==> src/design/fspm_consts.svh <==
// Purpose: Constants for the flash self-program map block.
// Assumes: Word addresses; fuse pair codes as raw bits.
// Notes:   Included by the package and design modules.
`ifndef FSPM_CONSTS_SVH
`define FSPM_CONSTS_SVH

`define FSPM_CLK_HZ          50000000
`define FSPM_WR_TIME_US      4100
`define FSPM_WR_MIN_US       3700
`define FSPM_WR_MAX_US       4500

`define FSPM_BOOT4K_11       16'h0f80
`define FSPM_BOOT4K_10       16'h0f00
`define FSPM_BOOT4K_01       16'h0e00
`define FSPM_BOOT4K_00       16'h0c00
`define FSPM_BOOT8K_11       16'h1f80
`define FSPM_BOOT8K_10       16'h1f00
`define FSPM_BOOT8K_01       16'h1e00
`define FSPM_BOOT8K_00       16'h1c00

`define FSPM_NRWW4K_START    16'h0c00
`define FSPM_NRWW8K_START    16'h1c00

`define FSPM_PC4K_TOP        4'hb
`define FSPM_PC8K_TOP        4'hc
`define FSPM_ZPG4K_LSB       6
`define FSPM_ZPG8K_LSB       7
`define FSPM_WORD4K_MASK     16'h003e
`define FSPM_WORD8K_MASK     16'h007e
`define FSPM_PC4K_MASK       16'h0fff
`define FSPM_PC8K_MASK       16'h1fff

`endif

==> src/design/fspm_pkg.sv <==
// Purpose: Types for the flash self-program map block.
// Assumes: Constants come from fspm_consts.svh.
// Notes:   Carries the command and map result structs.
`default_nettype none
`include "fspm_consts.svh"
package fspm_pkg;
   typedef enum logic [1:0] {
      FSPM_IDLE = 2'b00,
      FSPM_BUSY = 2'b01,
      FSPM_DONE = 2'b10
   } fspm_state_t;

   typedef struct packed {
      logic        erase;
      logic        write;
      logic        lock;
      logic        reenable;
   } fspm_cmd_t;

   typedef struct packed {
      logic [15:0] boot_start;
      logic [15:0] app_end;
      logic [15:0] stalled_read_region_start;
   } fspm_map_t;

   typedef struct packed {
      logic [6:0]  page;
      logic [5:0]  word;
      logic        byte_sel;
      logic [15:0] pc;
   } fspm_addr_t;
endpackage
`default_nettype wire

==> src/design/fspm_addr_map.sv <==
// Purpose: Decodes boot section, region limit and Z pointer split.
// Assumes: i_is_8k picks the 8K-word layout.
// Notes:   Purely combinational.
`timescale 1ns/1ps
`default_nettype none
`include "fspm_consts.svh"
module fspm_addr_map
   import fspm_pkg::*;
(
   // Configuration
   input  wire logic        i_is_8k,
   input  wire logic [1:0]  i_boot_size,
   // Pointer
   input  wire logic [15:0] i_zptr,
   // Results
   output var fspm_map_t    o_map,
   output var fspm_addr_t   o_addr
);
   function automatic logic [15:0] boot_start(input logic big, input logic [1:0] sz);
      logic [15:0] r;
      r = 16'h0000;
      unique case (sz)
         2'b11: r = big ? `FSPM_BOOT8K_11 : `FSPM_BOOT4K_11;
         2'b10: r = big ? `FSPM_BOOT8K_10 : `FSPM_BOOT4K_10;
         2'b01: r = big ? `FSPM_BOOT8K_01 : `FSPM_BOOT4K_01;
         2'b00: r = big ? `FSPM_BOOT8K_00 : `FSPM_BOOT4K_00;
      endcase
      return r;
   endfunction

   logic [15:0] pc;

   always_comb begin
      o_map.boot_start = boot_start(i_is_8k, i_boot_size);
      o_map.app_end    = o_map.boot_start - 16'h0001;
      o_map.stalled_read_region_start = i_is_8k ? `FSPM_NRWW8K_START : `FSPM_NRWW4K_START;
      // Top pointer bits dropped by the mask
      pc = (i_zptr >> 1) & (i_is_8k ? `FSPM_PC8K_MASK : `FSPM_PC4K_MASK);
      o_addr.pc = pc;
      if (i_is_8k) begin
         o_addr.page = i_zptr[13:`FSPM_ZPG8K_LSB];
         o_addr.word = i_zptr[6:1];
      end else begin
         o_addr.page = i_zptr[12:`FSPM_ZPG4K_LSB];
         o_addr.word = {1'b0, i_zptr[5:1]};
      end
      o_addr.byte_sel = i_zptr[0];
   end
endmodule
`default_nettype wire

==> src/design/fspm_top.sv <==
// Purpose: Self-program sequencer: region blocking, busy flag and write timing.
// Assumes: Commands are one-cycle strobes from the CPU core, synchronous to i_clk_sys.
// Notes:   Write time counter is a parameter so simulation can shorten it.
`timescale 1ns/1ps
`default_nettype none
`include "fspm_consts.svh"
module fspm_top
   import fspm_pkg::*;
#(
   parameter int unsigned WR_CYCLES = (`FSPM_WR_TIME_US * (`FSPM_CLK_HZ / 1000000))
)(
   // Clock and reset
   input  wire logic        i_clk_sys,
   input  wire logic        i_nrst,
   // Configuration
   input  wire logic        i_is_8k,
   input  wire logic        i_boot_size_sel_hi,
   input  wire logic        i_boot_size_sel_lo,
   // CPU command
   input  wire logic        i_self_program_cmd_enable,
   input  wire fspm_cmd_t   i_cmd,
   input  wire logic        i_eeprom_write_active,
   input  wire logic [15:0] i_zptr,
   // CPU fetch
   input  wire logic [15:0] i_fetch_addr,
   // Status and map
   output logic             o_busy,
   output logic             o_concurrent_region_busy_flag,
   output logic             o_fetch_allowed,
   output logic             o_cmd_done,
   output var fspm_map_t    o_map,
   output var fspm_addr_t   o_addr,
   output logic [6:0]       o_op_page
);
   localparam int unsigned MIN_CYC = (`FSPM_WR_MIN_US * (`FSPM_CLK_HZ / 1000000));
   localparam int unsigned MAX_CYC = (`FSPM_WR_MAX_US * (`FSPM_CLK_HZ / 1000000));

   // Counter is 24 bits wide and needs at least one cycle
   if (WR_CYCLES < 1 || WR_CYCLES > 32'h00ffffff) begin : g_wr_range
      $error("WR_CYCLES out of range");
   end

   fspm_state_t state_q;
   logic [23:0] cnt_q;
   logic        rww_busy_q;
   logic        done_q;
   logic [6:0]  page_q;
   logic        start;
   logic        in_stalled_read_region;
   fspm_addr_t  addr_w;

   fspm_addr_map u_map (
      .i_is_8k     (i_is_8k),
      .i_boot_size ({i_boot_size_sel_hi, i_boot_size_sel_lo}),
      .i_zptr      (i_zptr),
      .o_map       (o_map),
      .o_addr      (addr_w)
   );

   assign o_addr = addr_w;

   // Erase, write and lock strobes arriving while busy or during an EEPROM write are dropped
   assign start = (state_q == FSPM_IDLE) && i_self_program_cmd_enable && !i_eeprom_write_active
                  && (i_cmd.erase || i_cmd.write || i_cmd.lock);

   // Operation timer
   always_ff @(posedge i_clk_sys) begin
      if (!i_nrst) begin
         state_q <= FSPM_IDLE;
         cnt_q   <= 24'h000000;
      end else begin
         unique case (state_q)
            FSPM_IDLE: begin
               if (start) begin
                  state_q <= FSPM_BUSY;
                  cnt_q   <= WR_CYCLES[23:0] - 24'h000001;
               end
            end
            FSPM_BUSY: begin
               if (cnt_q == 24'h000000) begin
                  state_q <= FSPM_DONE;
               end else begin
                  cnt_q <= cnt_q - 24'h000001;
               end
            end
            FSPM_DONE: begin
               state_q <= FSPM_IDLE;
            end
            default: begin
               state_q <= FSPM_IDLE;
            end
         endcase
      end
   end

   // Latched page of the running operation
   always_ff @(posedge i_clk_sys) begin
      if (!i_nrst) begin
         page_q <= 7'h00;
      end else if (start) begin
         page_q <= addr_w.page;
      end
   end

   // Busy flag: set by erase or write, cleared by re-enable when idle; set wins
   always_ff @(posedge i_clk_sys) begin
      if (!i_nrst) begin
         rww_busy_q <= 1'b0;
      end else if (start && (i_cmd.erase || i_cmd.write)) begin
         rww_busy_q <= 1'b1;
      end else if (state_q == FSPM_IDLE && i_self_program_cmd_enable && i_cmd.reenable) begin
         rww_busy_q <= 1'b0;
      end
   end

   always_ff @(posedge i_clk_sys) begin
      if (!i_nrst) begin
         done_q <= 1'b0;
      end else begin
         done_q <= (state_q == FSPM_BUSY) && (cnt_q == 24'h000000);
      end
   end

   assign in_stalled_read_region = ((i_fetch_addr & (i_is_8k ? `FSPM_PC8K_MASK : `FSPM_PC4K_MASK))
                     >= o_map.stalled_read_region_start);
   assign o_fetch_allowed = in_stalled_read_region || !rww_busy_q;
   assign o_busy = (state_q != FSPM_IDLE);
   assign o_concurrent_region_busy_flag = rww_busy_q;
   assign o_cmd_done = done_q;
   assign o_op_page = page_q;

   // Timing window check on each completed operation when WR_CYCLES is left at its default
   logic [23:0] dur_q;
   always_ff @(posedge i_clk_sys) begin
      if (!i_nrst) begin
         dur_q <= 24'h000000;
      end else if (start) begin
         dur_q <= 24'h000001;
      end else if (state_q != FSPM_IDLE) begin
         dur_q <= dur_q + 24'h000001;
      end
   end

   a_write_time_window: assert property (@(posedge i_clk_sys) disable iff (!i_nrst)
      ($rose(done_q) && WR_CYCLES == (`FSPM_WR_TIME_US * (`FSPM_CLK_HZ / 1000000)))
      |-> (dur_q >= MIN_CYC[23:0] && dur_q <= MAX_CYC[23:0]))
      else $error("flash write time outside window");

   a_busy_set_start: assert property (@(posedge i_clk_sys) disable iff (!i_nrst)
      (start && (i_cmd.erase || i_cmd.write)) |=> o_concurrent_region_busy_flag)
      else $error("busy flag not set by erase or write");

   a_busy_holds_op: assert property (@(posedge i_clk_sys) disable iff (!i_nrst)
      (state_q == FSPM_BUSY && rww_busy_q) |=> rww_busy_q)
      else $error("busy flag dropped during operation");

   a_block_rww_read: assert property (@(posedge i_clk_sys) disable iff (!i_nrst)
      (rww_busy_q && i_fetch_addr[12:0] < 13'h0c00 && !i_is_8k) |-> !o_fetch_allowed)
      else $error("concurrent region readable while busy");

   a_stalled_read_region_readable: assert property (@(posedge i_clk_sys) disable iff (!i_nrst)
      (!i_is_8k && i_fetch_addr[11:10] == 2'b11) |-> o_fetch_allowed)
      else $error("stalled region fetch blocked");

   a_boot_start_8k: assert property (@(posedge i_clk_sys) disable iff (!i_nrst)
      (i_is_8k && !i_boot_size_sel_hi && !i_boot_size_sel_lo) |-> (o_map.boot_start == 16'h1c00
      && o_map.app_end == 16'h1bff))
      else $error("8K boot start wrong");

   a_boot_start_4k: assert property (@(posedge i_clk_sys) disable iff (!i_nrst)
      (!i_is_8k && i_boot_size_sel_hi && i_boot_size_sel_lo) |-> o_map.boot_start == 16'h0f80)
      else $error("4K boot start wrong");

   a_page_split_8k: assert property (@(posedge i_clk_sys) disable iff (!i_nrst)
      i_is_8k |-> (o_addr.page == i_zptr[13:7] && o_addr.word == i_zptr[6:1]))
      else $error("8K pointer split wrong");

   a_page_split_4k: assert property (@(posedge i_clk_sys) disable iff (!i_nrst)
      !i_is_8k |-> (o_addr.page == i_zptr[12:6] && o_addr.pc[15:12] == 4'h0))
      else $error("4K pointer split wrong");

   a_top_bits_ignored: assert property (@(posedge i_clk_sys) disable iff (!i_nrst)
      i_is_8k |-> o_addr.pc[15:13] == 3'b000)
      else $error("high pointer bits leak into pc");

   a_no_start_ee: assert property (@(posedge i_clk_sys) disable iff (!i_nrst)
      (state_q == FSPM_IDLE && i_eeprom_write_active) |=> state_q == FSPM_IDLE)
      else $error("operation started during eeprom write");

   a_reset_clears: assert property (@(posedge i_clk_sys)
      !i_nrst |=> (state_q == FSPM_IDLE && !o_concurrent_region_busy_flag && !o_cmd_done && o_op_page == 7'h00))
      else $error("state not cleared by reset");

   a_busy_after_start: assert property (@(posedge i_clk_sys) disable iff (!i_nrst)
      start |=> (o_busy && state_q == FSPM_BUSY))
      else $error("operation did not start");

   a_count_load: assert property (@(posedge i_clk_sys) disable iff (!i_nrst)
      start |=> cnt_q == WR_CYCLES[23:0] - 24'h000001)
      else $error("write timer loaded wrong");

   a_count_down: assert property (@(posedge i_clk_sys) disable iff (!i_nrst)
      (state_q == FSPM_BUSY && cnt_q != 24'h000000)
      |=> (state_q == FSPM_BUSY && cnt_q == $past(cnt_q) - 24'h000001))
      else $error("write timer did not count down");

   a_busy_to_done: assert property (@(posedge i_clk_sys) disable iff (!i_nrst)
      (state_q == FSPM_BUSY && cnt_q == 24'h000000) |=> (state_q == FSPM_DONE && o_cmd_done))
      else $error("operation did not finish at timer end");

   a_done_to_idle: assert property (@(posedge i_clk_sys) disable iff (!i_nrst)
      state_q == FSPM_DONE |=> (state_q == FSPM_IDLE && !o_busy))
      else $error("done state did not return to idle");

   a_done_one_cycle: assert property (@(posedge i_clk_sys) disable iff (!i_nrst)
      o_cmd_done |=> !o_cmd_done)
      else $error("done pulse longer than one cycle");

   a_done_in_done: assert property (@(posedge i_clk_sys) disable iff (!i_nrst)
      o_cmd_done |-> state_q == FSPM_DONE)
      else $error("done pulse outside done state");

   a_op_length: assert property (@(posedge i_clk_sys) disable iff (!i_nrst)
      $rose(done_q) |-> dur_q == WR_CYCLES[23:0] + 24'h000001)
      else $error("operation length differs from timer setting");

   a_page_held_busy: assert property (@(posedge i_clk_sys) disable iff (!i_nrst)
      (state_q != FSPM_IDLE) |=> $stable(o_op_page))
      else $error("operation page changed while busy");

   a_page_latch: assert property (@(posedge i_clk_sys) disable iff (!i_nrst)
      start |=> o_op_page == $past(addr_w.page))
      else $error("operation page not latched at start");

   a_lock_no_flag: assert property (@(posedge i_clk_sys) disable iff (!i_nrst)
      (start && !i_cmd.erase && !i_cmd.write && !rww_busy_q) |=> !rww_busy_q)
      else $error("lock write blocked concurrent region");

   a_reenable_clears: assert property (@(posedge i_clk_sys) disable iff (!i_nrst)
      (state_q == FSPM_IDLE && i_self_program_cmd_enable && i_cmd.reenable && !i_cmd.erase && !i_cmd.write)
      |=> !rww_busy_q)
      else $error("re-enable did not clear busy flag");

   a_flag_kept_busy: assert property (@(posedge i_clk_sys) disable iff (!i_nrst)
      (state_q != FSPM_IDLE && rww_busy_q) |=> rww_busy_q)
      else $error("busy flag dropped before idle");

   a_flag_rise_cause: assert property (@(posedge i_clk_sys) disable iff (!i_nrst)
      $rose(rww_busy_q) |-> $past(start))
      else $error("busy flag set without a command");

   a_flag_fall_cause: assert property (@(posedge i_clk_sys) disable iff (!i_nrst)
      $fell(rww_busy_q) |-> ($past(i_cmd.reenable) && $past(i_self_program_cmd_enable)))
      else $error("busy flag cleared without re-enable");

   a_fetch_open_clear: assert property (@(posedge i_clk_sys) disable iff (!i_nrst)
      !rww_busy_q |-> o_fetch_allowed)
      else $error("fetch blocked with busy flag clear");

   a_block_rww_8k: assert property (@(posedge i_clk_sys) disable iff (!i_nrst)
      (rww_busy_q && i_is_8k && i_fetch_addr[12:0] < `FSPM_NRWW8K_START) |-> !o_fetch_allowed)
      else $error("8K concurrent region readable while busy");

   a_stalled_read_region_readable_8k: assert property (@(posedge i_clk_sys) disable iff (!i_nrst)
      (i_is_8k && i_fetch_addr[12:10] == 3'b111) |-> o_fetch_allowed)
      else $error("8K stalled region fetch blocked");

   a_boot_4k_256: assert property (@(posedge i_clk_sys) disable iff (!i_nrst)
      (!i_is_8k && i_boot_size_sel_hi && !i_boot_size_sel_lo)
      |-> (o_map.boot_start == `FSPM_BOOT4K_10 && o_map.app_end == `FSPM_BOOT4K_10 - 16'h0001))
      else $error("4K 256-word boot section wrong");

   a_boot_4k_512: assert property (@(posedge i_clk_sys) disable iff (!i_nrst)
      (!i_is_8k && !i_boot_size_sel_hi && i_boot_size_sel_lo)
      |-> (o_map.boot_start == `FSPM_BOOT4K_01 && o_map.app_end == `FSPM_BOOT4K_01 - 16'h0001))
      else $error("4K 512-word boot section wrong");

   a_boot_4k_1k: assert property (@(posedge i_clk_sys) disable iff (!i_nrst)
      (!i_is_8k && !i_boot_size_sel_hi && !i_boot_size_sel_lo)
      |-> (o_map.boot_start == `FSPM_BOOT4K_00 && o_map.app_end == `FSPM_BOOT4K_00 - 16'h0001))
      else $error("4K 1024-word boot section wrong");

   a_boot_8k_128: assert property (@(posedge i_clk_sys) disable iff (!i_nrst)
      (i_is_8k && i_boot_size_sel_hi && i_boot_size_sel_lo)
      |-> (o_map.boot_start == `FSPM_BOOT8K_11 && o_map.app_end == `FSPM_BOOT8K_11 - 16'h0001))
      else $error("8K 128-word boot section wrong");

   a_boot_8k_256: assert property (@(posedge i_clk_sys) disable iff (!i_nrst)
      (i_is_8k && i_boot_size_sel_hi && !i_boot_size_sel_lo)
      |-> (o_map.boot_start == `FSPM_BOOT8K_10 && o_map.app_end == `FSPM_BOOT8K_10 - 16'h0001))
      else $error("8K 256-word boot section wrong");

   a_boot_8k_512: assert property (@(posedge i_clk_sys) disable iff (!i_nrst)
      (i_is_8k && !i_boot_size_sel_hi && i_boot_size_sel_lo)
      |-> (o_map.boot_start == `FSPM_BOOT8K_01 && o_map.app_end == `FSPM_BOOT8K_01 - 16'h0001))
      else $error("8K 512-word boot section wrong");

   a_stalled_read_region_start_4k: assert property (@(posedge i_clk_sys) disable iff (!i_nrst)
      !i_is_8k |-> o_map.stalled_read_region_start == `FSPM_NRWW4K_START)
      else $error("4K region limit wrong");

   a_stalled_read_region_start_8k: assert property (@(posedge i_clk_sys) disable iff (!i_nrst)
      i_is_8k |-> o_map.stalled_read_region_start == `FSPM_NRWW8K_START)
      else $error("8K region limit wrong");

   a_word_4k: assert property (@(posedge i_clk_sys) disable iff (!i_nrst)
      !i_is_8k |-> o_addr.word == {1'b0, i_zptr[5:1]})
      else $error("4K word select wrong");

   a_byte_select: assert property (@(posedge i_clk_sys) disable iff (!i_nrst)
      o_addr.byte_sel == i_zptr[0])
      else $error("byte select wrong");

   a_pc_4k: assert property (@(posedge i_clk_sys) disable iff (!i_nrst)
      !i_is_8k |-> o_addr.pc == {4'h0, i_zptr[12:1]})
      else $error("4K program counter map wrong");

   a_pc_8k: assert property (@(posedge i_clk_sys) disable iff (!i_nrst)
      i_is_8k |-> o_addr.pc == {3'b000, i_zptr[13:1]})
      else $error("8K program counter map wrong");

   a_no_start_disabled: assert property (@(posedge i_clk_sys) disable iff (!i_nrst)
      (state_q == FSPM_IDLE && !i_self_program_cmd_enable) |=> state_q == FSPM_IDLE)
      else $error("operation started without enable");
endmodule
`default_nettype wire

==> config.mk <==
export PLATFORM = sky130hd
export DESIGN_NAME = fspm_top
export DESIGN_NICKNAME = d
export VERILOG_FILES = /design/src/design/fspm_pkg.sv /design/src/design/fspm_addr_map.sv /design/src/design/fspm_top.sv
export VERILOG_INCLUDE_DIRS = /design/src /design/src/design
export SDC_FILE = /design/constraint.sdc
export NUM_CORES = 1
export LEC_CHECK = 0
export ABC_AREA = 1
export BUFFER_PORTS_ARGS = -buffer_cell sky130_fd_sc_hd__buf_4
export CAP_MARGIN = 30
export CORE_ASPECT_RATIO = 0.8
export CORE_MARGIN = 2
export CORE_UTILIZATION = 25
export CTS_CLUSTER_SIZE = 28
export DETAILED_ROUTE_END_ITERATION = 6
export PLACE_DENSITY = 0.47
export SYNTH_ARGS = -nofsm -noshare
export SYNTH_HDL_FRONTEND = slang
export SYNTH_SLANG_ARGS = --single-unit
==> constraint.sdc <==
create_clock -name i_clk_sys -period 4 [get_ports i_clk_sys]
set_input_delay 0.4 -clock i_clk_sys [delete_from_list [all_inputs] [get_ports i_clk_sys]]
set_output_delay 0.4 -clock i_clk_sys [all_outputs]
set_load 0.02 [all_outputs]
==> results of run 1 <==
## worst max-delay path, stage by stage, from the launching register on
cell,delay (ns)
dfxtp_1,0.30
inv_1,0.07
nand3_1,0.09
nor3_2,0.55
inv_2,0.19
nand2_4,0.33
clkinv_4,0.26
nor2_1,0.16
nor2_1,0.05
nor2_1,0.07
## final cells by class
| cell class | instances | area [um2] |
|---|---|---|
| clock buffer | 5 | 125.1 |
| inverter | 35 | 136.4 |
| tap | 140 | 175.2 |
| clock inverter | 3 | 67.56 |
| fill | 1144 | 7191 |
| sequential | 35 | 700.7 |
| multi-input combinational | 314 | 1401 |
| timing repair buffer | 59 | 442.9 |
## power groups by stage
| stage | sequential, uW | combinational [uW] | clock [uW] |
|---|---|---|---|
| final | 400 | 490 | 510 |
| after floorplan | 408 | 421 | 0 |
| after global routing | 404 | 564 | 539 |
| after detailed placement | 407 | 493 | 0 |
| after global placement | 407 | 489 | 0 |
| after CTS | 400 | 495 | 522 |
## cell families after synthesis
kind of cell / count (synthesis)
simple gates: 227
compound gates: 38
fa+ha+maj: 2
flops: 35
buf+inv: 109
xor+xnor: 6
other cells: 2
## routing by layer
metal	GRT usage, %	vias to the layer above	part of all wire [%]
met5	0	-	0
met4	3.373	0	1.1
met3	1.718	7	4.2
met2	19.25	52	44
met1	15.42	1058	50
li1	-	1266	-
## registers in the layout, summed over array words and instances, names as in the netlist
register / flops
cnt_q: 24
o_cmd_done: 1
o_concurrent_region_busy_flag: 1
o_op_page: 7
state_q: 2
## placed cells by master (no fill, tap or decap)
master and n:
conb_1 41, nor2_2 5, nor2_1 79, a21oi_1 17, buf_4 59, o21ai_1 2, clkbuf_16 5, inv_2 2
dfxtp_1 35, nand2_1 97, nand2_4 1, xor2_1 6, or2_2 1, nand3_2 1, nor2_4 1, a21oi_2 3
nand3_1 26, nor3_1 3, nand2_2 3, clkinvlp_4 1, nand3b_1 3, nand4_1 6, ha_1 2, inv_1 31
bufinv_16 2, clkinv_4 1, clkinv_1 1, o211ai_1 1, nor3_2 1, o21ai_0 14, a31oi_1 1
## through the flow
stage	util [%]	area (um2)
floorplan	-	2776
global placement	27.90	2856
detailed placement	27.90	2856
CTS	29.78	3049
global route	29.78	3049
finish	29.78	3049
## worst paths after layout
| check | from | slack (ns) | to | depth (start not counted) |
|---|---|---|---|---|
| setup reg to reg | state_q[0]$_SDFFE_PN0P_ | 1.83 | cnt_q[19]$_SDFFE_PN0P_ | 9 |
| setup / recovery | state_q[0]$_SDFFE_PN0P_ | 1.83 | cnt_q[19]$_SDFFE_PN0P_ | 9 |
| hold / removal | i_nrst | 0.41 | cnt_q[1]$_SDFFE_PN0P_ | 3 |
| hold reg to reg | o_op_page[0]$_SDFFE_PN0P_ | 0.46 | o_op_page[0]$_SDFFE_PN0P_ | 2 |
==> impl_metrics.env, run 1 <==
export IMPL_tns_ns=0
export IMPL_yosys_area_top_type_share_pct=26.64
export IMPL_instances_no_fill=591
export IMPL_clock_sinks=35
export IMPL_tightest_slew_ns=0.9156
export IMPL_fin_nets=495
export IMPL_post_cts_resized=0
export IMPL_post_cts_buffers=0
export IMPL_outcome="finished, final reports clean"
export IMPL_hold_viol=0
export IMPL_syn2layout_area_growth_pct=15.94
export IMPL_crit_path_max_fanout=25
export IMPL_synth_common_cells="nand2_1 (97), nor2_1 (79), buf_4 (63)"
export IMPL_max_slew_margin_pct=38.58
export IMPL_setup_slack_ns=1.830
export IMPL_dr_pass1_iters=4
export IMPL_finalMaxSlewViolations=0
export IMPL_synth_top_family_by_area="simple AND/OR/NAND/NOR gates"
export IMPL_track_usage_pct=11.49
export IMPL_synth_top_flop_cell="dfxtp_1"
export IMPL_setup_worst_path_start_class="flip-flop"
export IMPL_num_vias=2383
export IMPL_fin_skew_ns=0.005832
export IMPL_cts_root_buf="clkbuf_16"
export IMPL_cts_tree="yes"
export IMPL_clk_latency_ns=0.28
export IMPL_wl_per_cell_um=10.64
export IMPL_p_sw_share_pct=36.59
export IMPL_synth_xor_area_share_pct=1.998
export IMPL_antenna_cells=0
export IMPL_antenna_found_initial=0
export IMPL_critical_path_class="reg2reg"
export IMPL_ir_worst_vdd_uv=214.5
export IMPL_total_power_uw=1400
export IMPL_die_h_um=95.74
export IMPL_drtAntennaViolNets=0
export IMPL_max_freq_mhz=460.9
export IMPL_ios=132
export IMPL_gp_congestion=0.7748
export IMPL_dieArea_um2=11360
export IMPL_grt_pass1_wl_um=10630
export IMPL_place_hpwl_um=4711
export IMPL_finalSetupViolCount=0
export IMPL_drt_iter0_drc=107
export IMPL_routed_wl_um=6290
export IMPL_ys_types=31
export IMPL_power_density_nw_per_um2=459.1
export IMPL_p_int_uw=887.6
export IMPL_end_kind="flip-flop"
export IMPL_gr_total_overflow=0
export IMPL_pre_cts_slack_ns=1.647
export IMPL_ys_seq_elements=35
export IMPL_p_switching_uw=512.3
export IMPL_power_frac_clock_pct=36.4
export IMPL_rows=33
export IMPL_coreArea_um2=10240
export IMPL_cts_buffer_depth=2
export IMPL_io_buffers=58
export IMPL_dp_cells=583
export IMPL_synth_mux_area_share_pct=0
export IMPL_ys_warn_count=0
export IMPL_synth_top_area_cell="dfxtp_1"
export IMPL_pwr_share_seq_pct=28.6
export IMPL_hold_path_class="in2reg"
export IMPL_synth_fa_ha_area_share_pct=0.9515
export IMPL_syn_area_um2=2630
export IMPL_crit_arrival_ns=2.37
export IMPL_yosysMostFrequentCell="nand2_1"
export IMPL_synth_edff_count=0
export IMPL_cp_required_ns=4.20
export IMPL_layout_drive_gt1_share_pct=19.07
export IMPL_leakagePower_uw=0.001503
export IMPL_via_per_inst=4.032
export IMPL_synth_cells=419
export IMPL_cts_buffers=5
export IMPL_async_reset_ff_share_pct=0
export IMPL_synth_compound_area_share_pct=7.802
export IMPL_first_global_vias=2159
export IMPL_drc=0
export IMPL_combPwrFrac_pct=35.0
export IMPL_die_w_um=118.7
export IMPL_start_util_pct=25.68
export IMPL_synth_simple_area_share_pct=36.68
export IMPL_grt_setup_unrepaired="no"
export IMPL_yosysSeqAreaShare_pct=26.64
export IMPL_drv_cap=0
export IMPL_cts_hold_buf=0
export IMPL_htreeDepth=2
export IMPL_synth_top_cells_by_area="dfxtp_1 (27%), buf_4 (18%), nand2_1 (14%)"
export IMPL_cts_clk_slew_worst_paths_ns=0.06
export IMPL_finalCritPeriodShare_pct=54.24
export IMPL_grt_max_degree=28
export IMPL_hold_slack_ns=0.4096
export IMPL_period_needed_ns=2.170
export IMPL_syn_area_per_cell_um2=6.277
Note: power is estimated with default switching activity, not from simulation.
==> run 2, diff against run 1 <==
Clock period 4 ns to 2.25 ns, I/O delays scaled along.
==> impl_metrics.env, run 2 (synthesis gave the netlist of run 1 again) <==
export IMPL_p_switching_uw=918.1
export IMPL_slowest_stage="dfxtp_1"
export IMPL_dieArea_um2=11360
export IMPL_cts_root_buf="clkbuf_16"
export IMPL_max_freq_mhz=547.1
export IMPL_ir_worst_vdd_uv=402.0
export IMPL_post_cts_resized=0
export IMPL_leakagePower_uw=0.001507
export IMPL_final_common_cell="nand2_1"
export IMPL_grt_setup_unrepaired="no"
export IMPL_grt_pass1_wl_um=10700
export IMPL_num_vias=2404
export IMPL_fillers=1157
export IMPL_track_usage_pct=11.69
export IMPL_place_area_um2=2872
export IMPL_tns_ns=0
export IMPL_dr_pass1_iters=4
export IMPL_cp_num_buf_inv=2
export IMPL_antenna_cells=0
export IMPL_fin_skew_ns=0.003696
export IMPL_finalMaxSlewViolations=0
export IMPL_critPathMostFrequentCell="nor2_1"
export IMPL_antenna_found_initial=0
export IMPL_largest_register_ffs=24
export IMPL_critical_path_class="reg2reg"
export IMPL_crit_path_max_fanout=25
export IMPL_pwr_share_seq_pct=29.8
export IMPL_die_w_um=118.7
export IMPL_end_kind="flip-flop"
export IMPL_cts_hold_buf=0
export IMPL_layout_common_cells="nand2_1 (97), nor2_1 (79), buf_4 (61)"
export IMPL_path_cells="inv_1, ha_1, nand3_1, nor2_1, nand3_2, nand2_2, nand2_4, clkinv_4, nor2_1, nor2_1, nor2_1"
export IMPL_routed_wl_um=6366
export IMPL_combPwrFrac_pct=37.1
export IMPL_io_buffers=58
export IMPL_setup_worst_path_start_class="flip-flop"
export IMPL_period_needed_ns=1.828
export IMPL_tightest_slew_ns=0.5358
export IMPL_hold_viol=0
export IMPL_drt_iter0_drc=111
export IMPL_post_cts_buffers=0
export IMPL_die_h_um=95.74
export IMPL_coreArea_um2=10240
export IMPL_finalCritPeriodShare_pct=81.24
export IMPL_syn2layout_area_growth_pct=15.60
export IMPL_gr_total_overflow=0
export IMPL_p_sw_share_pct=38.48
export IMPL_wl_per_cell_um=10.74
export IMPL_cts_buffers=5
export IMPL_place_hpwl_um=4812
export IMPL_layout_drive_gt1_share_pct=19.43
export IMPL_cp_slowest_stage_delay_ns=0.33
export IMPL_grt_max_degree=26
export IMPL_power_frac_clock_pct=33.1
export IMPL_drc=0
export IMPL_cts_clk_slew_worst_paths_ns=0.06
export IMPL_finalSetupViolCount=0
export IMPL_via_per_inst=4.054
export IMPL_p_int_uw=1468
export IMPL_htreeDepth=2
export IMPL_gp_congestion=0.8251
export IMPL_max_slew_margin_pct=64.15
export IMPL_start_util_pct=25.68
export IMPL_regMostFlops="cnt_q"
export IMPL_crit_arrival_ns=2.05
export IMPL_fin_nets=497
export IMPL_fin_area_um2=3040
export IMPL_power_density_nw_per_um2=784.7
export IMPL_cts_tree="yes"
export IMPL_cp_top_family="simple AND/OR/NAND/NOR gates"
export IMPL_clk_latency_ns=0.28
export IMPL_cp_required_ns=2.47
export IMPL_drtAntennaViolNets=0
export IMPL_cts_buffer_depth=2
export IMPL_rows=33
export IMPL_drv_cap=0
export IMPL_hold_path_class="in2reg"
export IMPL_ios=132
export IMPL_clock_sinks=35
export IMPL_first_global_vias=2196
export IMPL_outcome="finished, final reports clean"
-- run 2: cell types whose count changed in the layout (fill, tap and decap cells not counted), sizes merged --
cell	before	now
buf	59	61
bufinv	2	1
clkinv	2	4
clkinvlp	1	0
-- run 2: final timing paths --
path | start | endpoint | slack (ns) | cells after the start
max | cnt_q[0]$_SDFFE_PN0P_ | cnt_q[19]$_SDFFE_PN0P_ | 0.42 | 11
min | i_nrst | cnt_q[1]$_SDFFE_PN0P_ | 0.23 | 3
max reg2reg | cnt_q[0]$_SDFFE_PN0P_ | cnt_q[19]$_SDFFE_PN0P_ | 0.42 | 11
min reg2reg | o_op_page[0]$_SDFFE_PN0P_ | o_op_page[0]$_SDFFE_PN0P_ | 0.46 | 2
-- run 2: per-layer routing --
metal	vias up	share of wire, %	GRT usage (%)
met5	-	0	0
met1	1071	52	16.30
li1	1271	-	-
met3	7	4.4	1.718
met4	0	1.2	3.968
met2	55	42	18.53
-- run 2: through the flow --
stage               power (uW)  util, %  cells  hold WS [ns]  setup WS [ns]
finish                    2386    29.69    593        0.2286         0.4221
global route              2583    29.69    593        0.2339         0.1639
CTS                       2415    29.69    593        0.2261         0.4133
detailed placement        1611    28.04    585        0.4501         0.4258
global placement          1606    28.04    585        0.4501         0.4224
floorplan                 1474        -    458        0.3480         0.7851
-- run 2: cell type report --
cell class | count | area [um2] | share of cell area [%]
clock buffers | 5 | 125.1 | 4.115
well taps | 140 | 175.2 | 5.761
multi-input cells | 314 | 1401 | 46.09
repair buffers | 61 | 457.9 | 15.06
clock inverters | 3 | 43.79 | 1.440
inverters | 35 | 136.4 | 4.486
flip-flops and latches | 35 | 700.7 | 23.05
-- run 2: power groups by stage --
stage	clock [uW]	combinational [uW]	sequential (uW)
2_1_floorplan	0	749	725
3_3_place_gp	0	884	722
3_5_place_dp	0	888	723
4_1_cts	814	890	711
5_1_grt	845	1020	717
6_report	789	886	711
-- run 2: worst register-to-register path: stages, from the launching register on --
cell and delay (ns):
dfxtp_1 0.33, inv_1 0.10, ha_1 0.21, nand3_1 0.08
nor2_1 0.05, nand3_2 0.11, nand2_2 0.08, nand2_4 0.26
clkinv_4 0.27, nor2_1 0.16, nor2_1 0.05, nor2_1 0.07
